==> src/inc/ccos_params.svh <==
// Constants of the channel operation sequencer
// Notes on behaviour
// - Raw transmit writes data, no status merge
// - Raw receive reads data, no status copy
// - Sync search: control byte receive-on low, then high
// - Copy last-block bit on first memory transfer
// - Last-block branches test the copied bit
// - Load without descriptor stalls lower channels
// - Late descriptor flags service error bit four
// - Wait saves context, restores on channel request
// - Restore loads character size into CRC
// - Address and range keep counting past end
// - Host interrupt clears byte, sets bit zero
// - Start ignores valid; only transfers flag error
// - Get-next-block clears the valid bit
// - Scan active only with scan enable bit
// - Masked status compared with masked previous
// - Line status overwrites stored previous status
// - Change sets status-change flag bit three
// - Change starts channel program when enabled
// - Change interrupts host; interrupt wins
// - Scan only while channel program idle
// - Normal send ORs status bit seven
// - Normal receive ORs status bit six
`ifndef CCOS_PARAMS_SVH
`define CCOS_PARAMS_SVH
`define CCOS_NCH        4
`define CCOS_CHW        2
`define CCOS_TBL_CFG_RX 6'h02
`define CCOS_TBL_CFG_TX 6'h22
`define CCOS_TBL_SCAN   6'h08
`define CCOS_TBL_PREV   6'h0e
`define CCOS_TBL_MASK   6'h0f
`define CCOS_TBL_STAT   6'h10
`define CCOS_TBL_CHG    6'h11
`define CCOS_TBL_CTRL   6'h14
`define CCOS_TX_OFS     6'h20
`define CCOS_BIT_RXON   3'd2
`define CCOS_BIT_SVCERR 3'd4
`define CCOS_BIT_ERR    3'd2
`define CCOS_BIT_SEND   3'd7
`define CCOS_BIT_RECEIVE_CHAR_OP   3'd6
`define CCOS_BIT_CHG    3'd3
`define CCOS_BIT_SCANEN 3'd0
`define CCOS_BIT_SCANINT 3'd2
`define CCOS_BIT_SCANST 3'd3
`define CCOS_BIT_SCANIRQ 3'd1
`define CCOS_BIT_DVALID 3'd1
`define CCOS_BIT_DLAST  3'd2
`define CCOS_TBL_DEPTH  64
`define CCOS_CSIZE_MSK  8'h03
`define CCOS_WAIT_NS    15000
`define CCOS_CLK_NS     100
`define CCOS_WAIT_CYC   (`CCOS_WAIT_NS / `CCOS_CLK_NS)
`endif

==> src/inc/ccos_pkg.sv <==
// Types of the channel operation sequencer
package ccos_pkg;
  typedef enum logic [3:0] {
    CCOS_OP_NOP, CCOS_OP_SEND, CCOS_OP_RECEIVE_CHAR_OP, CCOS_OP_RAW_TX, CCOS_OP_RAW_RX,
    CCOS_OP_SYNC, CCOS_OP_LOAD, CCOS_OP_STORE, CCOS_OP_BLB, CCOS_OP_GNB,
    CCOS_OP_WAIT, CCOS_OP_HOST_INTERRUPT_OP, CCOS_OP_START, CCOS_OP_SCAN
  } ccos_op_t;
  typedef enum logic [2:0] {
    CCOS_IDLE, CCOS_SYNC_LO, CCOS_SYNC_HI, CCOS_WAITING, CCOS_RESTORE, CCOS_DONE
  } ccos_state_t;
endpackage : ccos_pkg

==> src/design/ccos_sequencer.sv <==
// Per-channel operation sequencer with modem status scan
`timescale 1ns/1ps
`include "ccos_params.svh"
module ccos_sequencer
  import ccos_pkg::*;
(
  input  wire logic        mclk_i,        // 10 MHz clock
  input  wire logic        arst_n_i,      // Async reset, active low
  input  wire logic        op_valid_i,    // Operation request strobe
  input  wire logic [3:0]  op_code_i,     // Operation code
  input  wire logic [1:0]  op_chan_i,     // Channel number
  input  wire logic        op_tx_i,       // Transmit side of channel
  input  wire logic [7:0]  op_data_i,     // Character to send
  input  wire logic        chan_req_i,    // Channel request interrupt
  input  wire logic        desc_set_i,    // Host descriptor-control write
  input  wire logic [1:0]  desc_chan_i,   // Channel of descriptor write
  input  wire logic [7:0]  desc_ctrl_i,   // Descriptor control byte
  input  wire logic        tbl_we_i,      // Host table byte write
  input  wire logic [1:0]  tbl_chan_i,    // Table channel
  input  wire logic [5:0]  tbl_addr_i,    // Table byte address
  input  wire logic [7:0]  tbl_wdata_i,   // Table write data
  input  wire logic        tbl_re_i,      // Table byte read strobe
  output logic      [7:0]  tbl_rdata_o,   // Table read data, next cycle
  input  wire logic [7:0]  line_status_i, // Line status register value
  input  wire logic [7:0]  line_rx_i,     // Line data register read value
  output logic             line_wr_o,     // Line data register write pulse
  output logic             line_rd_o,     // Line data register read pulse
  output logic      [7:0]  line_wdata_o,  // Line data register write value
  output logic             ctrl_wr_o,     // Line control register write pulse
  output logic      [7:0]  ctrl_wdata_o,  // Line control register value
  output logic             crc_en_o,      // CRC and parity on this transfer
  output logic             crc_load_o,    // Load character size pulse
  output logic      [1:0]  crc_size_o,    // Character size for CRC
  output logic      [7:0]  rx_char_o,     // Received character
  output logic             last_blk_o,    // Copied last-block result
  output logic             desc_valid_o,  // Valid bit of addressed channel
  output logic      [15:0] buf_addr_o,    // Buffer address of op channel
  output logic      [15:0] buf_range_o,   // Remaining range of op channel
  output logic             busy_o,        // Sequencer busy
  output logic             stall_o,       // Lower channels starved
  output logic             host_irq_o,    // Host interrupt pulse
  output logic             prog_start_o,  // Channel program start pulse
  output logic      [1:0]  evt_chan_o     // Channel of irq or start
);
  logic [1:0]  rst_sync_q;
  logic        rst_n;
  logic [7:0]  tbl_q [`CCOS_NCH][`CCOS_TBL_DEPTH];
  logic [`CCOS_NCH-1:0] valid_q;
  logic [`CCOS_NCH-1:0] last_q;
  logic [`CCOS_NCH-1:0] lastcpy_q;
  logic [`CCOS_NCH-1:0] xfer_seen_q;
  logic [`CCOS_NCH-1:0] nodesc_q;
  logic [`CCOS_NCH-1:0] run_q;
  logic [15:0] addr_q [`CCOS_NCH];
  logic [15:0] range_q [`CCOS_NCH];
  logic [7:0]  ctx_q [`CCOS_NCH];
  ccos_state_t state_q;
  logic [1:0]  ch_q;
  logic [11:0] wcnt_q;
  logic [1:0]  scan_ch_q;
  logic        scan_tx_q;
  ccos_op_t    op;
  logic [7:0]  scan_ctl;
  logic [7:0]  cur_m;
  logic [7:0]  prev_m;
  logic [5:0]  sbase;
  logic        scan_go;
  logic        scan_hit;
  logic        desc_ok;
  logic        desc_late;

  assign op        = ccos_op_t'(op_code_i);
  assign rst_n     = rst_sync_q[1];
  assign desc_ok   = desc_set_i && desc_ctrl_i[`CCOS_BIT_DVALID];
  // Descriptor that releases a load stalled on this channel
  assign desc_late = desc_ok && state_q == CCOS_DONE && desc_chan_i == ch_q;

  always_ff @(posedge mclk_i or negedge arst_n_i) begin
    if (!arst_n_i) rst_sync_q <= 2'b00;
    else           rst_sync_q <= {rst_sync_q[0], 1'b1};
  end

  // Scan side: both halves of every channel in turn, only while its program is idle
  assign sbase    = scan_tx_q ? `CCOS_TX_OFS : 6'h00;
  assign scan_ctl = tbl_q[scan_ch_q][sbase + `CCOS_TBL_SCAN];
  assign cur_m    = line_status_i & tbl_q[scan_ch_q][sbase + `CCOS_TBL_MASK];
  assign prev_m   = tbl_q[scan_ch_q][sbase + `CCOS_TBL_PREV] & tbl_q[scan_ch_q][sbase + `CCOS_TBL_MASK];
  assign scan_go  = scan_ctl[`CCOS_BIT_SCANEN] && !run_q[scan_ch_q]
                    && state_q == CCOS_IDLE && !op_valid_i;
  assign scan_hit = scan_go && (cur_m != prev_m);

  always_ff @(posedge mclk_i or negedge rst_n) begin
    if (!rst_n) begin
      scan_ch_q <= 2'd0;
      scan_tx_q <= 1'b0;
    end else begin
      scan_tx_q <= !scan_tx_q;
      if (scan_tx_q) scan_ch_q <= scan_ch_q + 2'd1;
    end
  end

  // Table storage, one bank per channel
  always_ff @(posedge mclk_i) begin
    if (tbl_we_i) tbl_q[tbl_chan_i][tbl_addr_i] <= tbl_wdata_i;
    if (scan_go) begin
      tbl_q[scan_ch_q][sbase + `CCOS_TBL_PREV] <= line_status_i;
      if (scan_hit) begin
        tbl_q[scan_ch_q][sbase + `CCOS_TBL_CHG][`CCOS_BIT_CHG] <= 1'b1;
        if (scan_ctl[`CCOS_BIT_SCANINT])
          tbl_q[scan_ch_q][sbase + `CCOS_TBL_STAT][`CCOS_BIT_SCANIRQ] <= 1'b1;
      end
    end
    if (op_valid_i && state_q == CCOS_IDLE) begin
      unique case (op)
        CCOS_OP_SEND:
          tbl_q[op_chan_i][`CCOS_TX_OFS + `CCOS_TBL_STAT][`CCOS_BIT_ERR] <=
            tbl_q[op_chan_i][`CCOS_TX_OFS + `CCOS_TBL_STAT][`CCOS_BIT_ERR] | line_status_i[`CCOS_BIT_SEND];
        CCOS_OP_RECEIVE_CHAR_OP:
          tbl_q[op_chan_i][`CCOS_TBL_STAT][`CCOS_BIT_ERR] <=
            tbl_q[op_chan_i][`CCOS_TBL_STAT][`CCOS_BIT_ERR] | line_status_i[`CCOS_BIT_RECEIVE_CHAR_OP];
        CCOS_OP_HOST_INTERRUPT_OP: tbl_q[op_chan_i][`CCOS_TBL_STAT] <= 8'h01;
        default: ;
      endcase
    end
    if (desc_ok && nodesc_q[desc_chan_i])
      tbl_q[desc_chan_i][`CCOS_TX_OFS + `CCOS_TBL_STAT][`CCOS_BIT_SVCERR] <= 1'b1;
  end

  // Descriptor state per channel
  always_ff @(posedge mclk_i or negedge rst_n) begin
    if (!rst_n) begin
      valid_q     <= '0;
      last_q      <= '0;
      lastcpy_q   <= '0;
      xfer_seen_q <= '0;
      nodesc_q    <= '0;
    end else begin
      if (op_valid_i && state_q == CCOS_IDLE) begin
        unique case (op)
          CCOS_OP_LOAD, CCOS_OP_STORE: begin
            if (!valid_q[op_chan_i]) nodesc_q[op_chan_i] <= 1'b1;
            else if (!xfer_seen_q[op_chan_i]) begin
              lastcpy_q[op_chan_i]   <= last_q[op_chan_i];
              xfer_seen_q[op_chan_i] <= 1'b1;
            end
          end
          CCOS_OP_GNB: if (valid_q[op_chan_i]) begin
            valid_q[op_chan_i]     <= 1'b0;
            xfer_seen_q[op_chan_i] <= 1'b0;
          end
          default: ;
        endcase
      end
      if (desc_ok) begin
        valid_q[desc_chan_i]  <= 1'b1;
        last_q[desc_chan_i]   <= desc_ctrl_i[`CCOS_BIT_DLAST];
        nodesc_q[desc_chan_i] <= 1'b0;
      end
      // The stalled load completes as the first transfer of the new block
      if (desc_late && !xfer_seen_q[ch_q]) begin
        lastcpy_q[ch_q]   <= desc_ctrl_i[`CCOS_BIT_DLAST];
        xfer_seen_q[ch_q] <= 1'b1;
      end
    end
  end

  // Buffer address and range, no end stop
  always_ff @(posedge mclk_i or negedge rst_n) begin
    if (!rst_n) begin
      for (int i = 0; i < `CCOS_NCH; i++) begin
        addr_q[i]  <= 16'h0000;
        range_q[i] <= 16'h0000;
      end
    end else if (op_valid_i && state_q == CCOS_IDLE && valid_q[op_chan_i]
                 && (op == CCOS_OP_LOAD || op == CCOS_OP_STORE)) begin
      addr_q[op_chan_i]  <= addr_q[op_chan_i] + 16'h0001;
      range_q[op_chan_i] <= range_q[op_chan_i] - 16'h0001;
    end else if (desc_late) begin
      addr_q[ch_q]  <= addr_q[ch_q] + 16'h0001;
      range_q[ch_q] <= range_q[ch_q] - 16'h0001;
    end
  end

  // Operation sequencer
  always_ff @(posedge mclk_i or negedge rst_n) begin
    if (!rst_n) begin
      state_q <= CCOS_IDLE;
      ch_q    <= 2'd0;
      wcnt_q  <= 12'h000;
      run_q   <= '0;
      for (int i = 0; i < `CCOS_NCH; i++) ctx_q[i] <= 8'h00;
    end else begin
      unique case (state_q)
        CCOS_IDLE: if (op_valid_i) begin
          ch_q <= op_chan_i;
          unique case (op)
            CCOS_OP_SYNC:  state_q <= CCOS_SYNC_LO;
            CCOS_OP_START: run_q[op_chan_i] <= 1'b1;
            CCOS_OP_LOAD:  if (!valid_q[op_chan_i]) state_q <= CCOS_DONE;
            CCOS_OP_WAIT: begin
              ctx_q[op_chan_i] <= {7'h00, op_tx_i};
              wcnt_q  <= 12'(`CCOS_WAIT_CYC - 1);
              state_q <= CCOS_WAITING;
            end
            default: ;
          endcase
        end else if (scan_hit && scan_ctl[`CCOS_BIT_SCANST] && !scan_ctl[`CCOS_BIT_SCANINT])
          run_q[scan_ch_q] <= 1'b1;
        CCOS_SYNC_LO: state_q <= CCOS_SYNC_HI;
        CCOS_SYNC_HI: state_q <= CCOS_IDLE;
        CCOS_WAITING: if (wcnt_q != 12'h000) wcnt_q <= wcnt_q - 12'h001;
          else begin
            run_q[ch_q] <= 1'b0;
            if (chan_req_i) state_q <= CCOS_RESTORE;
          end
        CCOS_RESTORE: begin
          run_q[ch_q] <= 1'b1;
          state_q <= CCOS_IDLE;
        end
        CCOS_DONE: if (desc_late) state_q <= CCOS_IDLE;
        default: state_q <= CCOS_IDLE;
      endcase
    end
  end

  // Line register and event outputs
  always_ff @(posedge mclk_i or negedge rst_n) begin
    if (!rst_n) begin
      line_wr_o    <= 1'b0;
      line_rd_o    <= 1'b0;
      line_wdata_o <= 8'h00;
      ctrl_wr_o    <= 1'b0;
      ctrl_wdata_o <= 8'h00;
      crc_en_o     <= 1'b0;
      crc_load_o   <= 1'b0;
      crc_size_o   <= 2'd0;
      rx_char_o    <= 8'h00;
      last_blk_o   <= 1'b0;
      host_irq_o   <= 1'b0;
      prog_start_o <= 1'b0;
      evt_chan_o   <= 2'd0;
    end else begin
      line_wr_o    <= 1'b0;
      line_rd_o    <= 1'b0;
      ctrl_wr_o    <= 1'b0;
      crc_load_o   <= 1'b0;
      host_irq_o   <= 1'b0;
      prog_start_o <= 1'b0;
      if (state_q == CCOS_IDLE && op_valid_i) begin
        unique case (op)
          CCOS_OP_SEND, CCOS_OP_RAW_TX: begin
            line_wr_o    <= 1'b1;
            line_wdata_o <= op_data_i;
            crc_en_o     <= (op == CCOS_OP_SEND);
          end
          CCOS_OP_RECEIVE_CHAR_OP, CCOS_OP_RAW_RX: begin
            line_rd_o <= 1'b1;
            rx_char_o <= line_rx_i;
            crc_en_o  <= (op == CCOS_OP_RECEIVE_CHAR_OP);
          end
          CCOS_OP_BLB:  last_blk_o <= lastcpy_q[op_chan_i];
          CCOS_OP_HOST_INTERRUPT_OP: begin
            host_irq_o <= 1'b1;
            evt_chan_o <= op_chan_i;
          end
          default: ;
        endcase
      end else if (scan_hit) begin
        evt_chan_o <= scan_ch_q;
        if (scan_ctl[`CCOS_BIT_SCANINT]) host_irq_o <= 1'b1;
        else if (scan_ctl[`CCOS_BIT_SCANST]) prog_start_o <= 1'b1;
      end
      if (state_q == CCOS_SYNC_LO) begin
        ctrl_wr_o    <= 1'b1;
        ctrl_wdata_o <= tbl_q[ch_q][`CCOS_TBL_CTRL] & ~(8'h01 << `CCOS_BIT_RXON);
      end
      if (state_q == CCOS_SYNC_HI) begin
        ctrl_wr_o    <= 1'b1;
        ctrl_wdata_o <= tbl_q[ch_q][`CCOS_TBL_CTRL] | (8'h01 << `CCOS_BIT_RXON);
      end
      if (state_q == CCOS_RESTORE) begin
        crc_load_o <= 1'b1;
        crc_size_o <= 2'((ctx_q[ch_q][0] ? tbl_q[ch_q][`CCOS_TBL_CFG_TX]
                                         : tbl_q[ch_q][`CCOS_TBL_CFG_RX]) & `CCOS_CSIZE_MSK);
      end
    end
  end

  always_ff @(posedge mclk_i or negedge rst_n) begin
    if (!rst_n)        tbl_rdata_o <= 8'h00;
    else if (tbl_re_i) tbl_rdata_o <= tbl_q[tbl_chan_i][tbl_addr_i];
  end

  assign desc_valid_o = valid_q[op_chan_i];
  assign buf_addr_o   = addr_q[op_chan_i];
  assign buf_range_o  = range_q[op_chan_i];
  assign busy_o       = state_q != CCOS_IDLE;
  assign stall_o      = state_q == CCOS_DONE;
endmodule : ccos_sequencer

==> config.mk <==
export PLATFORM = sky130hd
export DESIGN_NAME = ccos_sequencer
export DESIGN_NICKNAME = d
export VERILOG_FILES = /design/src/inc/ccos_pkg.sv /design/src/design/ccos_sequencer.sv
export VERILOG_INCLUDE_DIRS = /design/src /design/src/inc
export SDC_FILE = /design/constraint.sdc
export NUM_CORES = 2
export LEC_CHECK = 0
export ABC_CLOCK_PERIOD_IN_PS = 16600
export BUFFER_PORTS_ARGS = -buffer_cell sky130_fd_sc_hd__buf_4
export CAP_MARGIN = 0
export CORE_AREA = 5 5 569 571
export DETAILED_ROUTE_END_ITERATION = 6
export DIE_AREA = 0 0 574 576
export HOLD_SLACK_MARGIN = 0.05
export PLACE_DENSITY = 0.45
export REMOVE_ABC_BUFFERS = 1
export SKIP_CTS_REPAIR_TIMING = 1
export SYNTH_ARGS = -nofsm -noshare
export SYNTH_HDL_FRONTEND = slang
export SYNTH_SLANG_ARGS = --single-unit
export TNS_END_PERCENT = 30
==> constraint.sdc <==
create_clock -name mclk_i -period 16.6 [get_ports mclk_i]
set_input_delay 0.83 -clock mclk_i [delete_from_list [all_inputs] [get_ports mclk_i]]
set_output_delay 0.83 -clock mclk_i [all_outputs]
set_load 0.02 [all_outputs]
**Yosys cells after proc, flatten, opt, wreduce, memory -nomap -nowiden**

Memory sizes are Yosys's and may differ from the RTL's.
Index checks and enable logic that the tools add are counted.

- Register bits after elaboration: 250
- Memory bits (writable): 2048
- Bits of input ports: 64
- Memories kept: 1

- $add $sub $neg: 11
- $lt $le $gt $ge: 22
- Eq/ne operators: 30
- Muxes and demuxes: 1180
- Bitwise logic cells: 1051
- Reduce and logical (&&, ||, !) cells: 53

Memory list:

| name | words | width | rd ports | clocked after memory_dff | write ports | RTL line | source |
|---|---|---|---|---|---|---|---|
| tbl_q | 4 | 512 | 4 | 0 | 3 | ccos_sequencer.sv:47 | `` logic [7:0] tbl_q [`CCOS_NCH][`CCOS_TBL_DEPTH]; `` |

Operators by type and width:

| operator | number |
|---|---|
| $mux W512 | 6 |
| $mux W1 | 1068 |
| $or A1 B1 Y1 | 1027 |
| $reduce_or A512 Y1 | 1 |
| $bwmux W64 | 4 |
| $mux W64 | 4 |
| $bmux W8 S6 | 4 |
| $demux W8 S6 | 4 |
| $mux W16 | 10 |
| $bmux W16 S2 | 4 |
| $mux W4 | 25 |
| $mux W8 | 11 |
| $demux W16 S2 | 2 |
| $ge A7 B7 Y1 const B | 6 |
| $not A6 Y7 | 6 |
| $mux W12 | 3 |
| $add A16 B1 Y16 const B | 2 |
| $bwmux W32 | 1 |
| $sub A16 B1 Y16 const B | 2 |
| $lt A7 B1 Y1 const B | 4 |
| $or A4 B4 Y4 | 7 |
| $logic_and A1 B1 Y1 | 24 |
| $pmux W12 S2 | 1 |
| $eq A4 B4 Y1 const B | 5 |
| other kinds (49) | 116 |

**Longest topological paths before layout**

- Word-level depth: 16
- Depth in mapped cells: 12

**Worst setup path before layout**

Ideal clock, no wire load.

- Path kind: input to register
- From: in tbl_chan_i[0]
- To: mem tbl_q[3][136] (netlist bit), enable pin
- Library setup time: 384 ps
- Arrival time: 3320 ps
- Required time: 16216 ps
- Path slack: 12896 ps
- Stages: 10
- Path through: buf_2 buf_4 buf_2 buf_4 buf_2 buf_2 buf_2 nand2_1 clkbuf_1 o21ai_0

RTL lines:

| item | RTL line | source |
|---|---|---|
| start, declared | ccos_sequencer.sv:19 | `input wire logic [1:0] tbl_chan_i,` |
| end, declared | ccos_sequencer.sv:47 |  |

**Worst setup path after layout**

- From: in tbl_chan_i[1]
- To: reg tbl_rdata_o[4]

- Longest elaborated chain between the ends: 4

Ends and longest elaborated chain:

| item | RTL line | source |
|---|---|---|
| $mem_v2 Z4 W512 | -- |  |
| $bmux W8 S6 | ccos_sequencer.sv:291 | `else if (tbl_re_i) tbl_rdata_o <= tbl_q[tbl_chan_i][tbl_addr_i];` |
| $mux W8 (not written as such) (2 in a row) | ccos_sequencer.sv:291 |  |
| end signal, assigned | ccos_sequencer.sv:291 |  |
| end, declared | ccos_sequencer.sv:23 | `output logic [7:0] tbl_rdata_o,` |

No other way between the ends. The select of a mux whose other input is x is not followed.
A chain may end at the register's enable or synchronous reset.

==> flow_metrics.env <==
export IMPL_drt_iter0_markers=5889
export IMPL_setup_viol=0
export IMPL_clock_path_buffers=4
export IMPL_slew_violations=0
export IMPL_fin_crit_sh_pct=35.6
export IMPL_status="completed"
export IMPL_crit_required_ns=17.33
export IMPL_r2r_cells=8
export IMPL_cts_root_buf="clkbuf_16"
export IMPL_hold_path_depth=3
export IMPL_power_density_nw_per_um2=126
export IMPL_cp_max_fo=54
export IMPL_place_port_buffers=136
export IMPL_nNetsFinal=6042
export IMPL_vias=55945
export IMPL_insertion_delay_ns=0.90
export IMPL_grt_pass1_wl_mm=451
export IMPL_crit_chain="buf_8 > buf_4 > buf_4 > buf_4 > buf_4 > mux2i_1 > o22ai_1 > nor4_1 > nand2_1 > a22o_1 > a2111oi_0 > a31oi_1"
export IMPL_synth_area_top_cells="edfxtp_1 65%, mux2i_1 7.1%, mux4_2 6.7%"
export IMPL_clock_sinks=2270
export IMPL_cp_top_family="buffers and inverters"
export IMPL_die_w_um=574
export IMPL_finalPower_mw=13.7
export IMPL_grt_pass1_vias=55946
export IMPL_yosys_area_top_type="edfxtp_1"
export IMPL_slew_headroom_pct=5.54
export IMPL_fmax_ghz=0.169
export IMPL_p_leak_nw=36.6
export IMPL_grt_max_degree=147
export IMPL_hp_start="line_rx_i[7]"
export IMPL_holdPathEnd="rx_char_o[7]"
export IMPL_worst_path_buf_inv=5
export IMPL_synth_top_cell_area_share_pct=64.6
export IMPL_drc=0
export IMPL_cp_common_cell="buf_4"
export IMPL_synth_area_um2=95000
export IMPL_rsz0062_at_grt="false"
export IMPL_synth_edff_count=2044
export IMPL_gr_total_overflow=0
export IMPL_place_area_um2=101000
export IMPL_place_gp_congestion=0.836
export IMPL_via_per_inst=5.41
export IMPL_slowest_stage="a2111oi_0"
export IMPL_ios=143
export IMPL_ys_types=92
export IMPL_min_period_ns=5.91
export IMPL_cp_start_kind="primary input"
export IMPL_ys_seq_area_share_pct=70.5
export IMPL_fin_area_um2=109000
export IMPL_die_area_um2=331000
export IMPL_cp_arrival_ns=6.64
export IMPL_hold_class="primary input to flop"
export IMPL_layout_drive_gt1_share_pct=17.1
export IMPL_dpl_hpwl_mm=203
export IMPL_path_clk_slew_ns=0.06
export IMPL_grt_antenna_before_repair=13
export IMPL_ant_nets=0
export IMPL_skew_ns=0.0935
export IMPL_fillCellCount=30185
export IMPL_tritoncts="built"
export IMPL_cts_inserted_buffers=246
export IMPL_maxCapViolCount=0
export IMPL_grt_usage_pct=18.9
export IMPL_dr_pass1_iters=6
export IMPL_async_flop_share_pct=9.78
export IMPL_report_final_hold_viol_count=0
export IMPL_yosys_warnings=0
export IMPL_ys_ff_latch=2270
export IMPL_worstMarginPinSlew_ns=1.38
export IMPL_worstSetupEndpointType="flop"
export IMPL_cp_slowest_stage_delay_ns=1.16
export IMPL_totalWireLength_mm=323
export IMPL_core_rowCount=207
export IMPL_r2r_start="scan_ch_q[1]"
export IMPL_crit_type="primary input to flop"
export IMPL_initial_core_util_pct=29.9
export IMPL_syn_inst=5805
export IMPL_area_delta_synth_final_pct=14.7
export IMPL_avgSynthCellArea_um2=16.4
export IMPL_finalSetupTns_ns=0
export IMPL_fp_coreArea_um2=317000
export IMPL_worstReg2RegEnd="tbl_q[2][392]"
export IMPL_detail_route_wl_per_cell_um=31.2
export IMPL_synth_flop_cell="edfxtp_1"
export IMPL_htreeDepth=4
export IMPL_die_h_um=576
export IMPL_peakVddDrop_uv=92.9
export IMPL_rrSetupSlack_ns=11.83
-- metal layers --
layer,vias to the layer above,GRT usage [%],share of wire (%)
met3,388,2.73,6.0
met2,2115,30.8,47
li1,23482,-,-
met1,29956,26.8,44
met4,4,4.07,2.2
met5,-,0,0.0065
-- registers in the layout, indices dropped and copies added, names as in the netlist, 8 cells and up --
register / cells
wcnt_q: 12
addr_q: 64
ctrl_wdata_o: 8
tbl_q: 2048
rx_char_o: 8
range_q: 64
tbl_rdata_o: 8
line_wdata_o: 8
-- power by group --
part / internal (mW) / switching [mW]
clock: 3.14 / 2.30
combinational: 0.622 / 1.11
sequential: 6.38 / 0.168
total: 10.1 / 3.58
-- layout make-up --
| type | instances | area, um^2 | share of cell area (%) |
|---|---|---|---|
| Clock buffer | 311 | 6520 | 5.98 |
| Tap cell | 4180 | 5230 | 4.80 |
| Clock inverter | 133 | 1310 | 1.20 |
| Multi-Input combinational cell | 3131 | 26500 | 24.3 |
| Sequential cell | 2270 | 67000 | 61.5 |
| Antenna cell | 4 | 10.0 | 0.00918 |
| Inverter | 33 | 124 | 0.114 |
| Timing Repair Buffer | 286 | 2300 | 2.11 |
-- worst register-to-register path: stages (launching register included) --
cell	delay, ns
dfrtp_2	0.94
buf_4	0.55
mux2i_1	0.62
a211oi_1	0.21
o221ai_1	0.66
or3_1	0.29
nand2b_1	0.57
o21ai_0	0.40
buf_4	0.29
-- per-stage QoR --
stage / instances / utilization [%] / worst slack (ns) / hold WS, ns
2_1_floorplan: 5434 / - / 9.96 / 0.331
3_3_place_gp: 9899 / 31.9 / 9.86 / 0.339
3_5_place_dp: 9899 / 31.9 / 9.79 / 0.339
4_1_cts: 10343 / 34.4 / 10.78 / -0.304
5_1_grt: 10345 / 34.4 / 10.69 / 0.152
6_report: 10348 / 34.4 / 10.69 / 0.194
-- synthesized netlist by cell type, types with 48 or more instances --
master       n
a21oi_1     48
a22o_1      48
a22oi_1     65
buf_2      124
clkbuf_1   188
dfrtp_1    222
edfxtp_1  2044
mux2_2      81
mux2i_1    673
mux4_2     281
nand2_1    387
nand3_1     57
nor2_1     375
nor3_1      50
nor4_1      72
o21ai_0    103
o221ai_1    61
o22ai_1    347
xor2_1      80
-- cell families (layout without fill, tap and decap cells) --
logic type | after synthesis | after routing | share of synthesized area (%)
buf+inv | 404 | 763 | 1.83
flops | 2270 | 2270 | 70.5
fa+ha+maj | 10 | 10 | 0.132
xor+xnor | 119 | 119 | 1.11
other cells | 1 | 5 | 0.00395
compound gates | 821 | 821 | 5.86
simple gates | 1134 | 1134 | 5.53
mux | 1046 | 1046 | 15.0
-- how the worst max path moves through the flow --
stage,from,end,slack (ns),cells past startpoint
after floorplan,rst_sync_q[1],addr_q[0],9.96,0
after global placement,tbl_chan_i[1],tbl_rdata_o[0],9.86,11
after detailed placement,tbl_chan_i[1],tbl_rdata_o[0],9.79,11
after CTS,tbl_chan_i[1],tbl_rdata_o[0],10.78,11
after global routing,tbl_chan_i[1],tbl_rdata_o[0],10.69,11
final,tbl_chan_i[1],tbl_rdata_o[4],10.69,12
-- cells in the final DEF, fill, tap and decap left out, types with 48 or more instances in the layout --
master	instances
nand2_1	385
xor2_1	80
a22o_1	48
o221ai_1	61
o21ai_0	99
nor2_1	366
clkbuf_16	248
mux2_2	81
mux2i_1	673
clkinv_1	52
clkbuf_1	55
nor3_1	49
o22ai_1	347
a21oi_1	48
mux4_2	281
nand3_1	57
nor4_1	70
a22oi_1	65
dfrtp_1	218
buf_4	269
edfxtp_1	2044
Power figures use the tool's default switching activity.
